===== src/rtl/ggw_pkg.sv =====
// Constants, types and decode helpers for the gesture gain, drive, wait
// and crosstalk offset register bank.
// Assumes a single 100 MHz clock and an 8-bit internal register port.
`default_nettype none
package ggw_pkg;

  // ----------------------------------------------------------------------
  // Register map and reset values
  // ----------------------------------------------------------------------
  localparam logic [7:0] ADDR_CFG = 8'ha3;
  localparam logic [7:0] ADDR_OFS_UP = 8'ha4;
  localparam logic [7:0] ADDR_OFS_DOWN = 8'ha5;
  localparam logic [7:0] ADDR_OFS_LEFT = 8'ha7;
  localparam logic [7:0] ADDR_OFS_RIGHT = 8'ha9;
  localparam logic [7:0] CFG_RESET = 8'h00;
  localparam logic [7:0] OFS_RESET = 8'h00;
  localparam logic [7:0] RDATA_UNMAPPED = 8'h00;

  // ----------------------------------------------------------------------
  // Field positions
  // ----------------------------------------------------------------------
  localparam int RSVD_BIT = 7;
  localparam int GAIN_LSB = 5;
  localparam int DRIVE_LSB = 3;
  localparam int WAIT_LSB = 0;
  localparam int SIGN_BIT = 7;
  localparam logic [7:0] CFG_WR_MASK = 8'h7f;

  // ----------------------------------------------------------------------
  // Channels
  // ----------------------------------------------------------------------
  localparam int NUM_CHAN = 4;
  localparam int CH_UP = 0;
  localparam int CH_DOWN = 1;
  localparam int CH_LEFT = 2;
  localparam int CH_RIGHT = 3;
  localparam logic [NUM_CHAN-1:0][7:0] ADDR_OFS =
    {ADDR_OFS_RIGHT, ADDR_OFS_LEFT, ADDR_OFS_DOWN, ADDR_OFS_UP};

  // ----------------------------------------------------------------------
  // Timing
  // ----------------------------------------------------------------------
  localparam int CLK_MHZ = 100;
  localparam int CLK_PERIOD_NS = 10;
  localparam int WAIT_STEP_US = 2800;
  localparam int WAIT_STEP_CYCLES = WAIT_STEP_US * CLK_MHZ;
  localparam int EMIT_EXT_NS = 1330;
  localparam int EMIT_EXT_CYCLES =
    (EMIT_EXT_NS + CLK_PERIOD_NS - 1) / CLK_PERIOD_NS;
  localparam logic [7:0] DRIVE_MAX_HALF_MA = 8'hc8;
  localparam logic [3:0] GAIN_UNITY = 4'h1;

  // ----------------------------------------------------------------------
  // Types
  // ----------------------------------------------------------------------
  typedef enum logic [1:0] {S_OFF, S_WAIT, S_INTEG, S_EXTEND} ggw_state_t;

  typedef struct packed {
    logic [3:0] gain_factor;
    logic [7:0] drive_half_ma;
    logic [2:0] wait_code;
    logic [NUM_CHAN-1:0][7:0] offset;
  } ggw_applied_t;

  // Wait interval in 2.8 ms steps: 0,2.8,5.6,8.4,14.0,22.4,30.8,39.2 ms
  function automatic logic [3:0] wait_steps(input logic [2:0] code);
    case (code)
      3'h0: wait_steps = 4'h0;
      3'h1: wait_steps = 4'h1;
      3'h2: wait_steps = 4'h2;
      3'h3: wait_steps = 4'h3;
      3'h4: wait_steps = 4'h5;
      3'h5: wait_steps = 4'h8;
      3'h6: wait_steps = 4'hb;
      default: wait_steps = 4'he;
    endcase
  endfunction

  // Sign/magnitude to two's complement; minus zero folds to zero
  function automatic logic [7:0] sm_to_twos(input logic [7:0] sm);
    logic [7:0] mag;
    mag = {1'b0, sm[6:0]};
    sm_to_twos = sm[SIGN_BIT] ? 8'(8'h00 - mag) : mag;
  endfunction

endpackage
`default_nettype wire


===== src/rtl/ggw_wait_timer.sv =====
// Low-power wait timer counting whole 2.8 ms steps.
// Assumes start is a one-cycle pulse; a new start restarts the count.
`timescale 1ns/1ps
`default_nettype none
module ggw_wait_timer #(
  parameter int unsigned STEP_CYCLES = ggw_pkg::WAIT_STEP_CYCLES
) (
  input wire logic sys_clk,
  input wire logic rst_n,
  input wire logic start,
  input wire logic [3:0] steps,
  output logic done
);
  import ggw_pkg::*;

  logic [31:0] div;
  logic [31:0] next_div;
  logic [3:0] left;
  logic [3:0] next_left;
  logic run;
  logic next_run;
  logic next_done;
  logic tick;

  // Step divider and step counter; done lands steps*STEP_CYCLES after start
  always_comb begin
    tick = run && (div == 32'(STEP_CYCLES - 1));
    next_div = div;
    next_left = left;
    next_run = run;
    next_done = 1'b0;
    if (start) begin
      next_div = 32'h0000_0000;
      next_left = steps;
      next_run = (steps != 4'h0);
      next_done = (steps == 4'h0);
    end else if (tick) begin
      next_div = 32'h0000_0000;
      next_left = 4'(left - 4'h1);
      if (left == 4'h1) begin
        next_run = 1'b0;
        next_done = 1'b1;
      end
    end else if (run) begin
      next_div = 32'(div + 32'h0000_0001);
    end
  end

  always_ff @(posedge sys_clk) begin
    if (!rst_n) begin
      div <= 32'h0000_0000;
      left <= 4'h0;
      run <= 1'b0;
      done <= 1'b0;
    end else begin
      div <= next_div;
      left <= next_left;
      run <= next_run;
      done <= next_done;
    end
  end
endmodule // ggw_wait_timer
`default_nettype wire


===== src/rtl/ggw_regs.sv =====
// Gesture gain, drive, wait and crosstalk offset register bank with the
// detection cycle pacing that consumes it.
// Assumes the host bus front end gives one-cycle read/write strobes.
//
// Notes on behaviour
// - Gain field 6:5 selects 1x to 8x
// - Drive field 4:3 selects 100 to 12.5 mA
// - Wait field 2:0 sets idle between cycles
// - Emitter stays on 1.33 us past integration
// - Offsets are sign/magnitude, +127 to -127
// - Four separate 8-bit per-direction offset registers
`timescale 1ns/1ps
`default_nettype none
module ggw_regs #(
  parameter int unsigned WAIT_STEP = ggw_pkg::WAIT_STEP_CYCLES,
  parameter int INTEG_W = 16
) (
  input wire logic sys_clk,
  input wire logic rst_n,
  input wire logic [7:0] reg_addr,
  input wire logic [7:0] reg_wdata,
  input wire logic reg_wr,
  input wire logic reg_rd,
  output logic [7:0] reg_rdata,
  input wire logic gesture_engine_enable,
  input wire logic [INTEG_W-1:0] integration_period,
  output ggw_pkg::ggw_applied_t applied,
  output logic integrating,
  output logic emitter_drive_pin,
  output logic cycle_done
);
  import ggw_pkg::*;

  // ----------------------------------------------------------------------
  // Software-visible registers
  // ----------------------------------------------------------------------
  logic [7:0] cfg;
  logic [7:0] next_cfg;
  logic [NUM_CHAN-1:0][7:0] ofs;
  logic [NUM_CHAN-1:0][7:0] next_ofs;
  logic [7:0] next_rdata;

  // Write decode; reserved bit 7 is dropped so it always reads zero
  always_comb begin
    next_cfg = cfg;
    next_ofs = ofs;
    next_rdata = reg_rdata;
    if (reg_wr && reg_addr == ADDR_CFG) begin
      next_cfg = reg_wdata & CFG_WR_MASK;
    end
    for (int i = 0; i < NUM_CHAN; i++) begin
      if (reg_wr && reg_addr == ADDR_OFS[i]) begin
        next_ofs[i] = reg_wdata;
      end
    end
    if (reg_rd) begin
      next_rdata = RDATA_UNMAPPED;
      if (reg_addr == ADDR_CFG) begin
        next_rdata = cfg;
      end
      for (int i = 0; i < NUM_CHAN; i++) begin
        if (reg_addr == ADDR_OFS[i]) begin
          next_rdata = ofs[i];
        end
      end
    end
  end

  always_ff @(posedge sys_clk) begin
    if (!rst_n) begin
      cfg <= CFG_RESET;
      ofs <= {NUM_CHAN{OFS_RESET}};
      reg_rdata <= RDATA_UNMAPPED;
    end else begin
      cfg <= next_cfg;
      ofs <= next_ofs;
      reg_rdata <= next_rdata;
    end
  end

  // ----------------------------------------------------------------------
  // Detection cycle sequencer
  // ----------------------------------------------------------------------
  ggw_state_t state;
  ggw_state_t next_state;
  logic [INTEG_W-1:0] integ_cnt;
  logic [INTEG_W-1:0] next_integ_cnt;
  logic [INTEG_W-1:0] integ_last;
  logic [7:0] ext_cnt;
  logic [7:0] next_ext_cnt;
  logic latch;
  logic wait_start;
  logic wait_done;
  logic next_cycle_done;
  ggw_applied_t next_applied;

  // A zero integration length still integrates for one cycle
  assign integ_last = (integration_period == '0) ? '0 :
                      INTEG_W'(integration_period - 1'b1);

  // Settings are only sampled as a cycle starts, never mid-cycle
  always_comb begin
    next_state = state;
    next_integ_cnt = integ_cnt;
    next_ext_cnt = ext_cnt;
    next_cycle_done = 1'b0;
    latch = 1'b0;
    case (state)
      S_OFF: begin
        if (gesture_engine_enable) begin
          latch = 1'b1;
          next_state = S_WAIT;
        end
      end
      S_WAIT: begin
        if (!gesture_engine_enable) begin
          next_state = S_OFF;
        end else if (wait_done) begin
          next_integ_cnt = '0;
          next_state = S_INTEG;
        end
      end
      S_INTEG: begin
        next_integ_cnt = INTEG_W'(integ_cnt + 1'b1);
        if (integ_cnt == integ_last) begin
          next_ext_cnt = 8'h00;
          next_state = S_EXTEND;
        end
      end
      S_EXTEND: begin
        next_ext_cnt = 8'(ext_cnt + 8'h01);
        if (ext_cnt == 8'(EMIT_EXT_CYCLES - 1)) begin
          next_cycle_done = 1'b1;
          if (gesture_engine_enable) begin
            latch = 1'b1;
            next_state = S_WAIT;
          end else begin
            next_state = S_OFF;
          end
        end
      end
      default: next_state = S_OFF;
    endcase
    wait_start = latch;
  end

  // Decoded settings for the analog path, loaded only on latch
  always_comb begin
    next_applied = applied;
    if (latch) begin
      next_applied.gain_factor = GAIN_UNITY << cfg[GAIN_LSB +: 2];
      next_applied.drive_half_ma =
        DRIVE_MAX_HALF_MA >> cfg[DRIVE_LSB +: 2];
      next_applied.wait_code = cfg[WAIT_LSB +: 3];
      for (int i = 0; i < NUM_CHAN; i++) begin
        next_applied.offset[i] = sm_to_twos(ofs[i]);
      end
    end
  end

  always_ff @(posedge sys_clk) begin
    if (!rst_n) begin
      state <= S_OFF;
      integ_cnt <= '0;
      ext_cnt <= 8'h00;
      cycle_done <= 1'b0;
      integrating <= 1'b0;
      emitter_drive_pin <= 1'b0;
      applied <= '0;
    end else begin
      state <= next_state;
      integ_cnt <= next_integ_cnt;
      ext_cnt <= next_ext_cnt;
      cycle_done <= next_cycle_done;
      integrating <= (next_state == S_INTEG);
      emitter_drive_pin <= (next_state == S_INTEG) ||
                           (next_state == S_EXTEND);
      applied <= next_applied;
    end
  end

  // Wait timer takes the value being latched in the same edge
  ggw_wait_timer #(
    .STEP_CYCLES(WAIT_STEP)
  ) u_wait (
    .sys_clk(sys_clk),
    .rst_n(rst_n),
    .start(wait_start),
    .steps(wait_steps(cfg[WAIT_LSB +: 3])),
    .done(wait_done)
  );

  // Helper: cycles spent waiting since the timer started
  logic [31:0] wait_cnt;
  always_ff @(posedge sys_clk) begin
    if (!rst_n || wait_start) begin
      wait_cnt <= 32'h0000_0000;
    end else if (state == S_WAIT) begin
      wait_cnt <= 32'(wait_cnt + 32'h0000_0001);
    end
  end
endmodule // ggw_regs
`default_nettype wire


===== config.mk =====
export PLATFORM = sky130hd
export DESIGN_NAME = ggw_regs
export DESIGN_NICKNAME = d
export VERILOG_FILES = /design/src/rtl/ggw_pkg.sv /design/src/rtl/ggw_wait_timer.sv /design/src/rtl/ggw_regs.sv
export SDC_FILE = /design/constraint.sdc
export NUM_CORES = 1
export LEC_CHECK = 0
export ABC_AREA = 1
export BUFFER_PORTS_ARGS = -buffer_cell sky130_fd_sc_hd__buf_2
export CELL_PAD_IN_SITES_DETAIL_PLACEMENT = 1
export CELL_PAD_IN_SITES_GLOBAL_PLACEMENT = 2
export CORE_MARGIN = 1.5
export CORE_UTILIZATION = 30
export CTS_CLUSTER_SIZE = 28
export DETAILED_ROUTE_END_ITERATION = 7
export PLACE_DENSITY_LB_ADDON = 0.1
export REMOVE_ABC_BUFFERS = 1
export SLEW_MARGIN = 15
export SYNTH_ARGS = -nofsm -noshare
export SYNTH_HDL_FRONTEND = slang
export SYNTH_SLANG_ARGS = --single-unit

===== constraint.sdc =====
create_clock -name sys_clk -period 4.6 [get_ports sys_clk]
set_input_delay 0.23 -clock sys_clk [delete_from_list [all_inputs] [get_ports sys_clk]]
set_output_delay 0.23 -clock sys_clk [all_outputs]
set_load 0.01 [all_outputs]

; ---- Word level (Yosys, flattened, before mapping)
; Cells that the tools add are included.
[classes]
addsub = 9
eq_ne = 23
shift = 2
n_mux = 35
bitwise = 1
n_reduce_logical = 21
[ops]
columns = operator, n
row1 = 8-bit 2-to-1 mux, 9
row2 = "8-bit == test, second input constant", 6
row3 = 16-bit 2-to-1 mux, 3
row4 = "32-bit by 1-bit adder with 32-bit output, second input constant", 1
row5 = "32-bit by 19-bit == test with 1-bit output, second input constant", 1
row6 = 16-bit one-hot mux with 2 select lines, 1
row7 = "1-bit by 7-bit subtractor with 8-bit output, first input constant", 4
row8 = 4-bit one-hot mux with 7 select lines, 1
row9 = "16-bit by 1-bit adder with 16-bit output, second input constant", 1
row10 = 16-bit == test, 1
row11 = 16-bit zero test, 1
row12 = 8-bit one-hot mux with 2 select lines, 1
row13 = "16-bit by 1-bit subtractor with 16-bit output, second input constant", 1
row14 = 1-bit 2-to-1 mux, 10
row15 = 2-bit 2-to-1 mux, 5
row16 = "3-bit == test, second input constant", 3
row17 = "8-bit by 1-bit adder with 8-bit output, second input constant", 1
row18 = "2-bit == test, second input constant", 4
row19 = 4-bit 2-to-1 mux, 2
row20 = 2-bit one-hot mux with 4 select lines, 1
row21 = 2-bit nonzero test, 4
row22 = "8-bit by 2-bit right shift with 8-bit output, first input constant", 1
row23 = 7-bit 2-to-1 mux, 1
row24 = "3-bit by 2-bit == test with 1-bit output, second input constant", 2
row25 = other kinds (18), 26
[word_totals]
register_bits = 161
inputBits = 37
output_inout_bits = 58
elab_cells = 114

; ---- Depth between registers and ports, before layout
[logic_depth]
word_depth = 7
mapped_depth = 18
ltp_nobuf = 18

; ---- Hierarchy
; A second synthesis with hierarchy kept.
[unflattened]
hier_cells = 1202
area_unflattened_um2 = 8369.3
[by_module_without_submodules]
columns = mod, instances, cells_per_inst, area_per_inst_um2, seq_area_each_um2
row1 = ggw_regs, 1, 883, 6209.7, 2442.3
row2 = ggw_wait_timer, 1, 319, 2159.6, 760.7

; ---- Worst setup path after synthesis
; Ideal clock, no wire load.
[synth_timing]
path_kind = register -> register
start = register state[0]
end = register integ_cnt[15]
setup_ps = 58
arrival_ps = 1963
t_required_ps = 4542
setup_slack_ps = 2580
stages_incl_launch_ff = 15
path_buffers = 0
period_less_slack_ps = 2020
cell_sequence = dfxtp_1 -> inv_1 -> ha_1 -> inv_2 -> or2_1 -> nand2_2 -> nand2_1 -> nor2_2 -> nand3_2 -> nor2_1 -> nand3_2 -> nor2_2 -> nand3_1 -> a21oi_1 -> o21a_1
[synth_between]
elab_chain_cells = 3
elab_cells_between_ends = 7
cone_classes = 4 x eq/ne / 1 x mux / 2 x reduce/logical
[synth_lines]
columns = item, line_no
row1 = start: declaration, ggw_regs.sv:84  ; ggw_state_t state;
row2 = start signal: assignment, ggw_regs.sv:171  ; state <= next_state;
row3 = 2-bit by 1-bit == test with 1-bit output or 2-bit == test (tied branches), ggw_regs.sv:108  ; case (state)
row4 = "2-bit by 1-bit != test with 1-bit output (no source line), or another cell as far along", -
row5 = 3-bit AND reduction (no source line), -
row6 = end signal: assignment, ggw_regs.sv:172  ; integ_cnt <= next_integ_cnt;
row7 = end: declaration, ggw_regs.sv:86  ; logic [INTEG_W-1:0] integ_cnt;
; Several ways; a longest one is shown, not always the timed one.
; A chain may end at the register's enable or synchronous reset.

; ---- Worst setup path in the final report
[layout_timing]
start = register state[1]
end = register u_wait.div[4]
[layout_between]
elab_chain_cells = 3
elab_cells_between_ends = 4
cone_classes = 1 x eq/ne / 1 x mux / 2 x reduce/logical
[layout_lines]
columns = item, line_no
row1 = 2-bit == test or 2-bit zero test (tied branches), ggw_regs.sv:108
row2 = 1-bit one-hot mux with 2 select lines *, ggw_regs.sv:108
row3 = 3-bit OR reduction (no source line) *, -
row4 = end signal: assignment, ggw_wait_timer.sv:56  ; div <= next_div;
row5 = end: declaration, ggw_wait_timer.sv:16  ; logic [31:0] div;
; Every way passes the cells marked *; elsewhere a longest branch is shown, timed or not.

==> results.md <==
- Fin cells: 1587
- CTS buffer count: 17
- Yosys warning total: 0
- Area Overhead vs Synth: 16.6%
- CP endpoint kind: flop
- DRC errors left: 0
- Vias/cell: 4.82
- Number of post-CTS setup repair buffers: 0
- Port Buffers: 94
- First-pass GRT wire length: 40.4 mm
- Count of cell types in the netlist: 45
- Core area: 0.0269 mm²
- Peak VDD IR: 0.288 mV
- Sequential area share after synthesis: 39.4%
- Total power: 4130 µW
- P_leak: 0.00379 µW
- Slowest CP cell: nand2_1
- Die Area: 0.0283 mm²
- Via count: 7650
- Final HPWL DP: 18.3 mm
- Worst hold path startpoint: reg_wdata[2]
- Initial core utilization: 30.4%
- Global-route congestion overflow total: 0
- Final #Nets: 1290
- Rows: 60
- CTS tree: done
- H-tree depth: 4
- Share of layout cells above drive strength 1: 13.2%
- Die Ht: 168 µm
- Avg WL per Cell: 15.3 µm
- Post-cts resize count: 0
- Final setup viols: 0
- Power per cell area: 433 mW/mm²
- CP startpoint kind: flop
- Minimum clock period: 2830 ps
- Vias in the first global route: 7791
- Slew Limit Fails: 0
- Max stage delay on crit path: 580 ps
- Post-Synthesis Cell Area: 0.00818 mm²
- # IOs: 95
- Highest clock rate: 353 MHz
- Chip width: 168 µm
- Async SR Flop Fraction: 0%
- Arrival time at the worst endpoint: 3150 ps
- Worst slew pin tran: 794 ps
- Part of the cycle the worst path needs: 61.5%
- CP startpoint: state[1]
- Family with the most delay on the worst path: simple AND/OR/NAND/NOR gates
- TritonRoute pass-1 iters: 4
- FF+latch count, synth: 161
- Placer congestion estimate: 0.771
- Clk slew on worst S/H paths: 70 ps
- Post-synth EDFFs: 0
- Initial DRC count: 259
- Drt total wl: 24.3 mm
- Synth Instances: 1153
- Crit path kind: flop to flop
- Hold slack final: 136 ps
- Final Hold Viols: 0
- Pin count of the biggest net entering global routing: 85
- Antenna Nets Post-Route: 0
- CTS Hold Bufs: 0
- Placed cell count: 1555
- Total GRT Usage: 17.8%
- Clk Latency, worst-skew pair: 440 ps
- Max FO, Critical Path: 22
- Worst r2r src: state[1]
- Avg Inst Size Synth: 7.10 µm²
- Fin util: 35.5%
- Clk sink count: 161
- Max-slew headroom: 47.0%
- HP Class: primary input to flop
- CP Cell Sequence: ha_1 > inv_1 > nor3_1 > o21ai_1 > nor2_4 > inv_2 > nand2_1 > inv_1 > nand2_1 > buf_4 > nor2_1
- CP required: 4920 ps
- Top_reg_cell synth: dfxtp_1
- WP buf/inv: 4
- Antenna violations before repair: 0
- RSZ-0062 raised after global routing: no
- ANT cells: 0
- CTS max path bufs: 2
- Skew final: 20.8 ps
- Root buf cell: clkbuf_16
- Fin Setup TNS: 0 ps
- Run status: completed
- Max-cap violations: 0
-- logic make-up after synthesis --
family          synth area share (%)
fa+ha+maj                       3.06
buf+inv                         8.58
xor+xnor                        4.82
compound gates                  18.0
flops                           39.4
simple gates                    26.2
-- worst reg2reg max path: stages (launching register included) --
cell and delay (ps):
dfxtp_1 400, ha_1 230, inv_1 170, nor3_1 330, o21ai_1 150, nor2_4 110
inv_2 130, nand2_1 180, inv_1 60, nand2_1 580, buf_4 320, nor2_1 60
-- cells in the mapped netlist (2+ instances only) --
cell type / number / area (µm²)
a211oi_1: 5 / 37.5
a21oi_1: 119 / 596
a221oi_1: 2 / 17.5
a31oi_1: 11 / 68.8
buf_1: 2 / 7.51
buf_2: 8 / 40.0
buf_6: 2 / 22.5
clkbuf_1: 24 / 90.1
dfxtp_1: 161 / 3220
ha_1: 20 / 250
inv_1: 138 / 518
inv_2: 2 / 7.51
nand2_1: 191 / 717
nand2_2: 5 / 31.3
nand2_4: 3 / 33.8
nand3_1: 71 / 355
nand3_2: 5 / 50.1
nand4_1: 27 / 169
nor2_1: 108 / 405
nor2_2: 9 / 56.3
nor2_4: 3 / 33.8
nor3_1: 26 / 130
nor3b_1: 3 / 22.5
nor4_1: 10 / 62.6
o21a_1: 5 / 37.5
o21ai_0: 116 / 581
o21ai_1: 2 / 10.0
o221ai_1: 3 / 26.3
o22ai_1: 7 / 43.8
o31ai_1: 3 / 22.5
or2_2: 5 / 31.3
xnor2_1: 10 / 87.6
xor2_1: 35 / 307
-- metrics by stage --
stage | worst slack (ps) | cell area [µm²]
after floorplan | 678 | 8010
final | 1770 | 9540
after detailed placement | 1740 | 8950
after CTS | 1720 | 9540
after global placement | 1810 | 8950
after global routing | 1430 | 9540
-- metal layers --
metal | global-route usage (%) | wire length, µm | vias up | share of wire, %
met5 | 0 | 0 | - | 0
met3 | 3.03 | 652 | 29 | 2.7
met1 | 23.2 | 11900 | 3532 | 49
li1 | - | - | 3998 | -
met4 | 5.71 | 476 | 0 | 2.0
met2 | 30.0 | 11300 | 91 | 46
-- final cells by class --
cell class / instances / area, µm²
inverter: 141 / 529
fill: 3410 / 17300
clock buffer: 17 / 425
timing repair buffer: 99 / 508
multi-input combinational: 813 / 4260
clock inverter: 15 / 163
tap: 341 / 427
sequential: 161 / 3220
-- flip-flops by register name, indices dropped and copies added, names as in the netlist, 2 cells and up --
| name | cells |
|---|---|
| reg_rdata | 8 |
| ofs | 32 |
| ext_cnt | 8 |
| state | 2 |
| u_wait.div | 32 |
| u_wait.left | 4 |
| integ_cnt | 16 |
| cfg | 7 |
| applied | 47 |
-- power breakdown --
| group | internal [µW] | switching (µW) |
|---|---|---|
| sequential | 1600 | 119 |
| clock | 729 | 683 |
| combinational | 341 | 652 |
-- final timing paths --
kind,slack [ps],depth (start not counted),to
max,1770,11,u_wait.div[4]
min,140,3,ofs[10]
max reg2reg,1770,11,u_wait.div[4]
min reg2reg,460,2,reg_rdata[1]
-- layout by cell type (no fill, tap or decap), types with 4 or more instances in the layout --
| cell | synthesis | final |
|---|---|---|
| xnor2_1 | 10 | 10 |
| nand3_1 | 71 | 71 |
| dfxtp_1 | 161 | 161 |
| inv_1 | 138 | 138 |
| nand4_1 | 27 | 27 |
| o21a_1 | 5 | 5 |
| nand2_2 | 5 | 5 |
| a21oi_1 | 119 | 119 |
| nand2_1 | 191 | 191 |
| xor2_1 | 35 | 35 |
| a211oi_1 | 5 | 5 |
| nor4_1 | 10 | 10 |
| a31oi_1 | 11 | 11 |
| nor2_4 | 3 | 4 |
| clkinv_4 | 0 | 4 |
| buf_4 | 1 | 5 |
| nand3_2 | 5 | 5 |
| nor2_1 | 108 | 108 |
| ha_1 | 20 | 20 |
| o22ai_1 | 7 | 7 |
| or2_2 | 5 | 5 |
| nor2_2 | 9 | 8 |
| clkbuf_16 | 0 | 17 |
| inv_8 | 0 | 5 |
| nor3_1 | 26 | 26 |
| buf_2 | 8 | 94 |
| o21ai_0 | 116 | 116 |
Note: power is estimated with default switching activity, not from simulation.
